`src/rtl/link_delay_pkg.sv`:
```
// Purpose: constants and types for the link delay measurement registers
// Assumes: 32-bit classic Wishbone, byte addresses, one word per register
// Notes: irq status and mask sit at 0x60 and 0x64, beside the delay words
// Operation
// setting bit 24 forces a receive buffer pointer realignment.
// a forced realignment may drop or corrupt buffered data.
// a line rate change realigns receive pointers without software.
// software uses bit 24 for drift, not for rate changes.
// bit 16 reports the current receive byte-alignment offset.
// low bits report receive buffer fill level in 32-bit words.
// transmit integration period N sits in bits 31:24.
// transmit update flag bit 23 sets on new result, read clears.
// transmit extended delay result is 16 bits in bits 15:0.
// receive integration period sits in bits 31:24.
// receive update flag bit 23 sets on new result, read clears.
// receive extended result field is buffer depth bits wide.
// round-trip delay tx pulse to rx pulse, 20 bits in 19:0.
// round-trip value refreshes once per radio frame.
// reserved bits read zero, ignore writes; fields reset to zero.
package link_delay_pkg;
  // -----------------------------------------------------------------
  // register map
  // -----------------------------------------------------------------
  localparam int RX_BUF_DEPTH = 4;
  localparam logic [7:0] OFF_RX_STATUS = 8'h4c;
  localparam logic [7:0] OFF_TX_EXT = 8'h50;
  localparam logic [7:0] OFF_RX_EXT = 8'h54;
  localparam logic [7:0] OFF_LOOP = 8'h58;
  localparam logic [7:0] OFF_IRQ_STATUS = 8'h60;
  localparam logic [7:0] OFF_IRQ_MASK = 8'h64;
  localparam int POS_REALIGN = 24;
  localparam int POS_BYTE_OFS = 16;
  localparam int POS_PERIOD = 24;
  localparam int POS_UPDATED = 23;
  localparam int LOOP_W = 20;
  localparam int TX_RES_W = 16;
  localparam logic [LOOP_W-1:0] LOOP_MAX = 20'hfffff;
  localparam logic [31:0] RESET_WORD = 32'h0000_0000;
  // irq status bits: 0 tx update, 1 rx update, 2 loop update
  localparam int IRQ_W = 3;

  typedef struct packed {
    logic tx_valid;
    logic [TX_RES_W-1:0] tx_value;
    logic rx_valid;
    logic [RX_BUF_DEPTH-1:0] rx_value;
  } ext_meas_t;

  typedef enum logic [1:0] {
    LOOP_IDLE = 2'b00,
    LOOP_COUNT = 2'b01
  } loop_state_t;
endpackage

```
`src/rtl/link_delay_measurement_regs.sv`:
```
// Purpose: register bank for link delay measurements
// Assumes: measurement cores supply results on core_clk; pulses synchronous
// Notes: ack follows one cycle after cyc&stb; unmapped reads return zero
`timescale 1ns/1ps
`default_nettype none
module link_delay_measurement_regs
  import link_delay_pkg::*;
(
  input wire logic core_clk,
  input wire logic rst,
  input wire logic wb_cyc_i,
  input wire logic wb_stb_i,
  input wire logic wb_we_i,
  input wire logic [7:0] wb_adr_i,
  input wire logic [3:0] wb_sel_i,
  input wire logic [31:0] wb_dat_i,
  output logic [31:0] wb_dat_o,
  output logic wb_ack_o,
  input wire logic [RX_BUF_DEPTH-1:0] rx_fill_level,
  input wire logic rx_byte_offset,
  input wire logic line_rate_changed,
  output logic rx_pointer_realign_req,
  input wire ext_meas_t ext_meas,
  output logic [7:0] tx_period,
  output logic [7:0] rx_period,
  input wire logic tx_frame_pulse,
  input wire logic rx_frame_pulse,
  output logic irq
);
  // -----------------------------------------------------------------
  // bus decode
  // -----------------------------------------------------------------
  logic ack_q;
  logic req, wr, rd;
  logic sel_rx, sel_tx, sel_rxe, sel_loop, sel_ist, sel_imk;
  assign req = wb_cyc_i & wb_stb_i & ~ack_q;
  assign wr = req & wb_we_i;
  assign rd = req & ~wb_we_i;
  assign sel_rx = wb_adr_i == OFF_RX_STATUS;
  assign sel_tx = wb_adr_i == OFF_TX_EXT;
  assign sel_rxe = wb_adr_i == OFF_RX_EXT;
  assign sel_loop = wb_adr_i == OFF_LOOP;
  assign sel_ist = wb_adr_i == OFF_IRQ_STATUS;
  assign sel_imk = wb_adr_i == OFF_IRQ_MASK;

  logic realign_q, tx_upd_q, rx_upd_q;
  logic [7:0] tx_period_q, rx_period_q;
  logic [TX_RES_W-1:0] tx_res_q;
  logic [RX_BUF_DEPTH-1:0] rx_res_q;
  logic [LOOP_W-1:0] loop_q, loop_cnt_q;
  logic [IRQ_W-1:0] ist_q, imask_q;
  logic [31:0] rdata_q;
  loop_state_t lstate_q;
  logic loop_done;

  // -----------------------------------------------------------------
  // control
  // -----------------------------------------------------------------
  // realign bit
  // software write only; rate changes handled below
  always_ff @(posedge core_clk) begin
    if (rst) begin
      realign_q <= 1'b0;
      tx_period_q <= 8'h00;
      rx_period_q <= 8'h00;
      imask_q <= '0;
    end else begin
      if (wr && sel_rx && wb_sel_i[3])
        realign_q <= wb_dat_i[POS_REALIGN];
      // tx period
      if (wr && sel_tx && wb_sel_i[3])
        tx_period_q <= wb_dat_i[POS_PERIOD+:8];
      // rx period
      if (wr && sel_rxe && wb_sel_i[3])
        rx_period_q <= wb_dat_i[POS_PERIOD+:8];
      if (wr && sel_imk && wb_sel_i[0])
        imask_q <= wb_dat_i[IRQ_W-1:0];
    end
  end
  // rate change realigns without the bit
  // no protection of in-flight data
  assign rx_pointer_realign_req = realign_q | line_rate_changed;
  assign tx_period = tx_period_q;
  assign rx_period = rx_period_q;

  // -----------------------------------------------------------------
  // extended delay results
  // -----------------------------------------------------------------
  logic rd_tx, rd_rx, rd_ist;
  assign rd_tx = rd & sel_tx;
  assign rd_rx = rd & sel_rxe;
  assign rd_ist = rd & sel_ist;
  always_ff @(posedge core_clk) begin
    if (rst) begin
      tx_upd_q <= 1'b0;
      rx_upd_q <= 1'b0;
      tx_res_q <= '0;
      rx_res_q <= '0;
    end else begin
      // set wins over read clear
      if (ext_meas.tx_valid) begin
        tx_res_q <= ext_meas.tx_value;
        tx_upd_q <= 1'b1;
      end else if (rd_tx) begin
        tx_upd_q <= 1'b0;
      end
      // set wins over read clear
      if (ext_meas.rx_valid) begin
        rx_res_q <= ext_meas.rx_value;
        rx_upd_q <= 1'b1;
      end else if (rd_rx) begin
        rx_upd_q <= 1'b0;
      end
    end
  end

  // -----------------------------------------------------------------
  // round-trip counter
  // -----------------------------------------------------------------
  logic [LOOP_W-1:0] loop_next;
  // saturate so a lost rx pulse reads as full scale, not a short delay
  assign loop_next = (loop_cnt_q == LOOP_MAX) ? LOOP_MAX :
                     loop_cnt_q + 20'h00001;
  // count tx pulse to rx pulse
  always_ff @(posedge core_clk) begin
    if (rst) begin
      lstate_q <= LOOP_IDLE;
      loop_cnt_q <= '0;
      loop_q <= '0;
    end else begin
      case (lstate_q)
        LOOP_IDLE: begin
          if (tx_frame_pulse) begin
            loop_cnt_q <= '0;
            lstate_q <= LOOP_COUNT;
          end
        end
        LOOP_COUNT: begin
          if (rx_frame_pulse) begin
            // one update per frame
            loop_q <= loop_next;
            lstate_q <= LOOP_IDLE;
          end else if (loop_cnt_q != LOOP_MAX) begin
            loop_cnt_q <= loop_cnt_q + 20'h00001;
          end
        end
        default: lstate_q <= LOOP_IDLE;
      endcase
    end
  end
  assign loop_done = (lstate_q == LOOP_COUNT) & rx_frame_pulse;

  // -----------------------------------------------------------------
  // interrupts
  // -----------------------------------------------------------------
  logic [IRQ_W-1:0] ev;
  assign ev = {loop_done, ext_meas.rx_valid, ext_meas.tx_valid};
  always_ff @(posedge core_clk) begin
    if (rst)
      ist_q <= '0;
    else if (rd_ist)
      ist_q <= ev;
    else
      ist_q <= ist_q | ev;
  end
  assign irq = |(ist_q & imask_q);

  // -----------------------------------------------------------------
  // read mux
  // -----------------------------------------------------------------
  // reserved bits zero
  logic [31:0] w_rx, w_tx, w_rxe, w_loop, w_ist, w_imk, rmux;
  // byte offset
  // fill level
  assign w_rx = {7'h00, realign_q, 7'h00, rx_byte_offset,
                 {(16-RX_BUF_DEPTH){1'b0}}, rx_fill_level};
  // tx result
  assign w_tx = {tx_period_q, tx_upd_q, 7'h00, tx_res_q};
  // rx result width
  assign w_rxe = {rx_period_q, rx_upd_q, {(23-RX_BUF_DEPTH){1'b0}},
                  rx_res_q};
  assign w_loop = {12'h000, loop_q};
  assign w_ist = {{(32-IRQ_W){1'b0}}, ist_q};
  assign w_imk = {{(32-IRQ_W){1'b0}}, imask_q};
  assign rmux = sel_rx ? w_rx : sel_tx ? w_tx : sel_rxe ? w_rxe :
                sel_loop ? w_loop : sel_ist ? w_ist :
                sel_imk ? w_imk : RESET_WORD;
  always_ff @(posedge core_clk) begin
    if (rst) begin
      ack_q <= 1'b0;
      rdata_q <= RESET_WORD;
    end else begin
      ack_q <= req;
      if (rd)
        rdata_q <= rmux;
    end
  end
  assign wb_ack_o = ack_q;
  assign wb_dat_o = rdata_q;

  // -----------------------------------------------------------------
  // checks: read data
  // -----------------------------------------------------------------
  logic rd_unmapped;
  assign rd_unmapped = rd & ~(sel_rx | sel_tx | sel_rxe | sel_loop |
                              sel_ist | sel_imk);
endmodule // link_delay_measurement_regs
`default_nettype wire

```
`config.mk`:
```
export PLATFORM = sky130hd
export DESIGN_NAME = link_delay_measurement_regs
export DESIGN_NICKNAME = d
export VERILOG_FILES = /design/src/rtl/link_delay_pkg.sv /design/src/rtl/link_delay_measurement_regs.sv
export SDC_FILE = /design/constraint.sdc
export NUM_CORES = 1
export LEC_CHECK = 0
export BUFFER_PORTS_ARGS = -buffer_cell sky130_fd_sc_hd__buf_2
export CAP_MARGIN = 10
export CORE_ASPECT_RATIO = 0.7
export CORE_MARGIN = 1
export CORE_UTILIZATION = 30
export CTS_CLUSTER_DIAMETER = 50
export CTS_CLUSTER_SIZE = 8
export DETAILED_ROUTE_END_ITERATION = 10
export GPL_TIMING_DRIVEN = 0
export PLACE_DENSITY = 0.63
export SYNTH_ARGS = -nofsm -noshare
export SYNTH_HDL_FRONTEND = slang
export SYNTH_SLANG_ARGS = --single-unit
```
`constraint.sdc`:
```
create_clock -name core_clk -period 2.3 [get_ports core_clk]
set_clock_uncertainty 0.2 [all_clocks]
set_input_delay 0.46 -clock core_clk [delete_from_list [all_inputs] [get_ports core_clk]]
set_output_delay 0.46 -clock core_clk [all_outputs]
set_load 0.02 [all_outputs]
```
After elaboration in Yosys (flattened, before gate mapping) --
Index checks and enable logic that the tools add are counted.
Operators by class: add/subtract/negate cells 1, $mul 0, div/mod/pow operators 0, magnitude comparators 0, equal/unequal tests 13, shift-type cells 0, mux-type cells 19, bitwise operators 13, reductions and logical operators 16
Operator list (count):
- $mux W20 | 5
- $mux W32 | 3
- $eq A8 B7 Y1 const B | 6
- $pmux W20 S2 | 1
- $add A20 B1 Y20 const B | 1
- $eq A20 B20 Y1 const B | 1
- $ne A20 B20 Y1 const B | 1
- $mux W3 | 3
- $and A1 B1 Y1 | 8
- $logic_and A1 B1 Y1 | 8
- $ne A2 B2 Y1 const B | 4
- $reduce_bool A2 Y1 | 3
- $mux W1 | 4
- $mux W2 | 2
- $pmux W2 S2 | 1
- $reduce_and A2 Y1 | 2
- $reduce_and A4 Y1 | 1
- $and A3 B3 Y3 | 1
- $or A3 B3 Y3 | 1
- $reduce_or A3 Y1 | 1
- $eq A2 B1 Y1 const B | 1
- $logic_not A2 Y1 | 1
- $not A1 Y1 | 2
- $or A1 B1 Y1 | 1
Word-level totals: flip-flop bits (word level) 120, bits in latches 0, RAM bits 0, ROM bits 0, input bits 79, output and inout port bits 51, memories kept 0

Longest topological paths before layout --
depth after elaboration 7, mapped depth 7, gate-level depth less buffers 6

Worst setup path after synthesis --
Ideal clock, no wire load.
path type reg-to-reg, from register loop_cnt_q[0], to register loop_cnt_q[10], data arrival time 2.022 ns, required time 2.035 ns, path slack 0.013 ns, stages on the path, launching flop included 7, clock period less this slack 2.287 ns, cell sequence dfxtp_1 ha_1 nand2_1 or4_4 o21ai_1 mux2_2 nor2_1
On the way: longest elaborated chain between the ends 4, elaborated cells between the ends (all ways) 7
Ends and longest elaborated chain:
- start: declaration | RTL line link_delay_measurement_regs.sv:50 | logic [LOOP_W-1:0] loop_q, loop_cnt_q;
- start signal: assignment | RTL line link_delay_measurement_regs.sv:144 | loop_cnt_q <= loop_cnt_q + 20'h00001;
- $add A20 B1 Y20 | RTL line link_delay_measurement_regs.sv:144
- $mux W20 | RTL line link_delay_measurement_regs.sv:143 | end else if (loop_cnt_q != LOOP_MAX) begin
- $mux W20 | RTL line link_delay_measurement_regs.sv:139 | if (rx_frame_pulse) begin
- $pmux W20 S2 | RTL line link_delay_measurement_regs.sv:131 | case (lstate_q)
Several ways; a longest one is shown, not always the timed one. The select of a mux whose other input is x is not followed. A chain may end at the register's enable or synchronous reset.

Final worst setup path --
from register loop_cnt_q[0], to register loop_cnt_q[6]
The elaborated chain is that of the path after synthesis.

==> results.sh <==
export IMPL_status="finished, final reports clean"
export IMPL_async_reset_ff_frac=0
export IMPL_antenna_cells=0
export IMPL_yosys_top_cells_area="dfxtp_1 44%, mux2i_1 7.6%, nor2_1 5.7%"
export IMPL_cts_buffers=17
export IMPL_place_congestion=0.862
export IMPL_cp_end_kind="flip-flop"
export IMPL_synth_top_cell_area_share=0.443
export IMPL_irDropWorstVdd_v=0.000410
export IMPL_pwr_share_comb=0.067
export IMPL_vias=4950
export IMPL_crit_family="simple AND/OR/NAND/NOR gates"
export IMPL_crit_path_cell_trace="ha_4, nand2_4, or4_4, o211ai_4, buf_6, o22ai_1, a32o_1"
export IMPL_cts_reportedPaths_clkPinSlew_ns=0.06
export IMPL_slew_viol_final=0
export IMPL_clock_sinks=116
export IMPL_synth_seq_cells=116
export IMPL_crit_type="flip-flop to flip-flop"
export IMPL_crit_required_ns=2.40
export IMPL_hold_viol=0
export IMPL_hp_class="input pin to flip-flop"
export IMPL_portBuffers=100
export IMPL_clock_latency_ns=0.41
export IMPL_die_area_um2=18000
export IMPL_antenna_found_initial=0
export IMPL_cts_root_buf="clkbuf_16"
export IMPL_die_height_um=113
export IMPL_totalWireLength_mm=16.4
export IMPL_grt_max_degree=17
export IMPL_p_sw_frac=0.245
export IMPL_nets=806
export IMPL_cts_max_level=4
export IMPL_synth_warnings=0
export IMPL_netlist_cell_type_count=59
export IMPL_grt_pass1_vias=4603
export IMPL_drc_errors=0
export IMPL_routedWlPerCell_um=16.9
export IMPL_power_density_nw_per_um2=741
export IMPL_synth_cells=594
export IMPL_final_antenna_net_count=0
export IMPL_grt_remaining_overflow=0
export IMPL_fin_crit_sh=0.993
export IMPL_stdcell_count=970
export IMPL_synth_edff_count=0
export IMPL_start_kind="flip-flop"
export IMPL_cpPeakStageDelay_ns=0.59
export IMPL_clkPwrFrac=0.520
export IMPL_initial_core_util=0.306
export IMPL_io_pins=130
export IMPL_slew_headroom=0.439
export IMPL_via_per_inst=5.10
export IMPL_synth_top_cell_by_area="dfxtp_1"
export IMPL_final_common_cell="dfxtp_1"
export IMPL_grt_usage=0.180
export IMPL_netlist_area_um2=5240
export IMPL_p_switching_mw=1.24
export IMPL_rows=40
export IMPL_dpl_hpwl_mm=11.7
export IMPL_avgSynthCellArea_um2=8.83
export IMPL_tightestPinTransition_ns=0.836
export IMPL_seq_area_frac_synth=0.443
export IMPL_p_int_mw=3.82
export IMPL_hold_buffers=0
export IMPL_arrival_ns=2.38
export IMPL_clock_path_buffers=2
export IMPL_first_pass_iters=5
export IMPL_max_freq_mhz=438
export IMPL_cap_violations=0
export IMPL_p_leak_nw=2.93
export IMPL_cpMaxStageDelayCell="or4_4"
export IMPL_drive_gt1_frac=0.273
export IMPL_placed_cells=927
export IMPL_p_seq_frac=0.413
export IMPL_die_x_um=160
export IMPL_finalCriticalPeriod_ns=2.28
export IMPL_crit_buf_inv=1
export IMPL_syn_to_final_growth_pct=30.2
export IMPL_final_cell_mix="108 x dfxtp_1, 103 x buf_2, 79 x nor2_1, 49 x a21oi_1, 40 x mux2i_1"
export IMPL_cts_tree="built"
export IMPL_synth_ff_type="dfxtp_1"
export IMPL_finalSetupViolations=0
export IMPL_drt_iter0_drc=427
export IMPL_grt_pass1_wl_mm=25.1
export IMPL_coreArea_um2=17100
export IMPL_whs_ns=0.0819
export IMPL_crit_path_max_fanout=6
export IMPL_rsz0062_at_grt="true"
through the flow:
stage	setup TNS, ns	power [mW]	worst slack (ns)	utilization	cell area (um2)
after floorplan	0	2.32	0.0131	-	5250
after global placement	-23.00	2.45	-0.574	0.353	6040
after detailed placement	-23.01	2.46	-0.511	0.353	6040
after CTS	0	5.08	0.0158	0.392	6720
after global routing	-0.0735	5.24	-0.0298	0.399	6830
final	0	5.06	0.0170	0.399	6830
layer usage:
layer | wire [um] | vias up | global-route usage
met2 | 6540 | 196 | 0.253
met4 | 363 | 0 | 0.0730
met3 | 1160 | 24 | 0.0443
li1 | - | 2417 | -
met5 | 0 | - | 0
met1 | 8310 | 2313 | 0.261
cell families after synthesis:
| group | count (synthesis) | synth area share |
|---|---|---|
| xor+xnor | 16 | 0.0267 |
| compound gates | 151 | 0.184 |
| buf+inv | 50 | 0.0413 |
| simple gates | 209 | 0.204 |
| other cells | 1 | 0.000715 |
| mux | 50 | 0.0979 |
| fa+ha+maj | 1 | 0.00239 |
| flops | 116 | 0.443 |
worst reg2reg max path: stages, from the launching register on:
cell and delay [ns]:
dfxtp_4 0.39, ha_4 0.17, nand2_4 0.08, or4_4 0.59, o211ai_4 0.28, buf_6 0.17, o22ai_1 0.08, a32o_1 0.21
synth_stat cells (all sizes together) (14+ instances only):
library cell and instances:
dfxtp 116, nor2 80, a21oi 50, mux2i 40, nand2 39, o21ai 28
clkbuf 26, a22oi 25, nand3 16, buf 14, nor3 14
power by group through the flow:
stage / registers (mW) / logic (mW) / clock network (mW)
finish: 2.09 / 0.339 / 2.63
global route: 2.09 / 0.369 / 2.77
CTS: 2.09 / 0.329 / 2.66
detailed placement: 2.13 / 0.323 / 0
global placement: 2.13 / 0.322 / 0
floorplan: 2.12 / 0.192 / 0
worst paths after layout:
kind | end | cells after the start | startpoint | slack, ns
worst min register to register | wb_dat_o[8] | 2 | wb_dat_o[8] | 0.25
worst max register to register | loop_cnt_q[6] | 7 | loop_cnt_q[0] | 0.02
worst max-delay path | loop_cnt_q[6] | 7 | loop_cnt_q[0] | 0.02
worst min-delay path | tx_res_q[12] | 3 | ext_meas[17] | 0.08
registers in the layout, indices dropped and copies added, names as in the netlist, 3 cells and up:
signal	flops
loop_q	20
tx_period	8
loop_cnt_q	20
rx_res_q	4
rx_period	8
imask_q	3
wb_dat_o	29
ist_q	3
tx_res_q	16
timing repair:
action / in CTS / in global routing
endpoints found under the setup margin: 55 / 34
gates resized for setup: 14 / 22
setup buffers: 3 / 5
pin swaps: 3 / 5
cloned: 0 / 3
area by class of cell:
| cell class | instances | area, um2 |
|---|---|---|
| Inverter | 10 | 37.5 |
| Clock buffer | 19 | 443 |
| Fill cell | 1743 | 10300 |
| Timing Repair Buffer | 110 | 579 |
| Sequential cell | 116 | 2340 |
| Buffer | 40 | 198 |
| Multi-Input combinational cell | 431 | 2790 |
| Clock inverter | 13 | 151 |
| Tap cell | 231 | 289 |
Note: power is estimated with default switching activity, not from simulation.
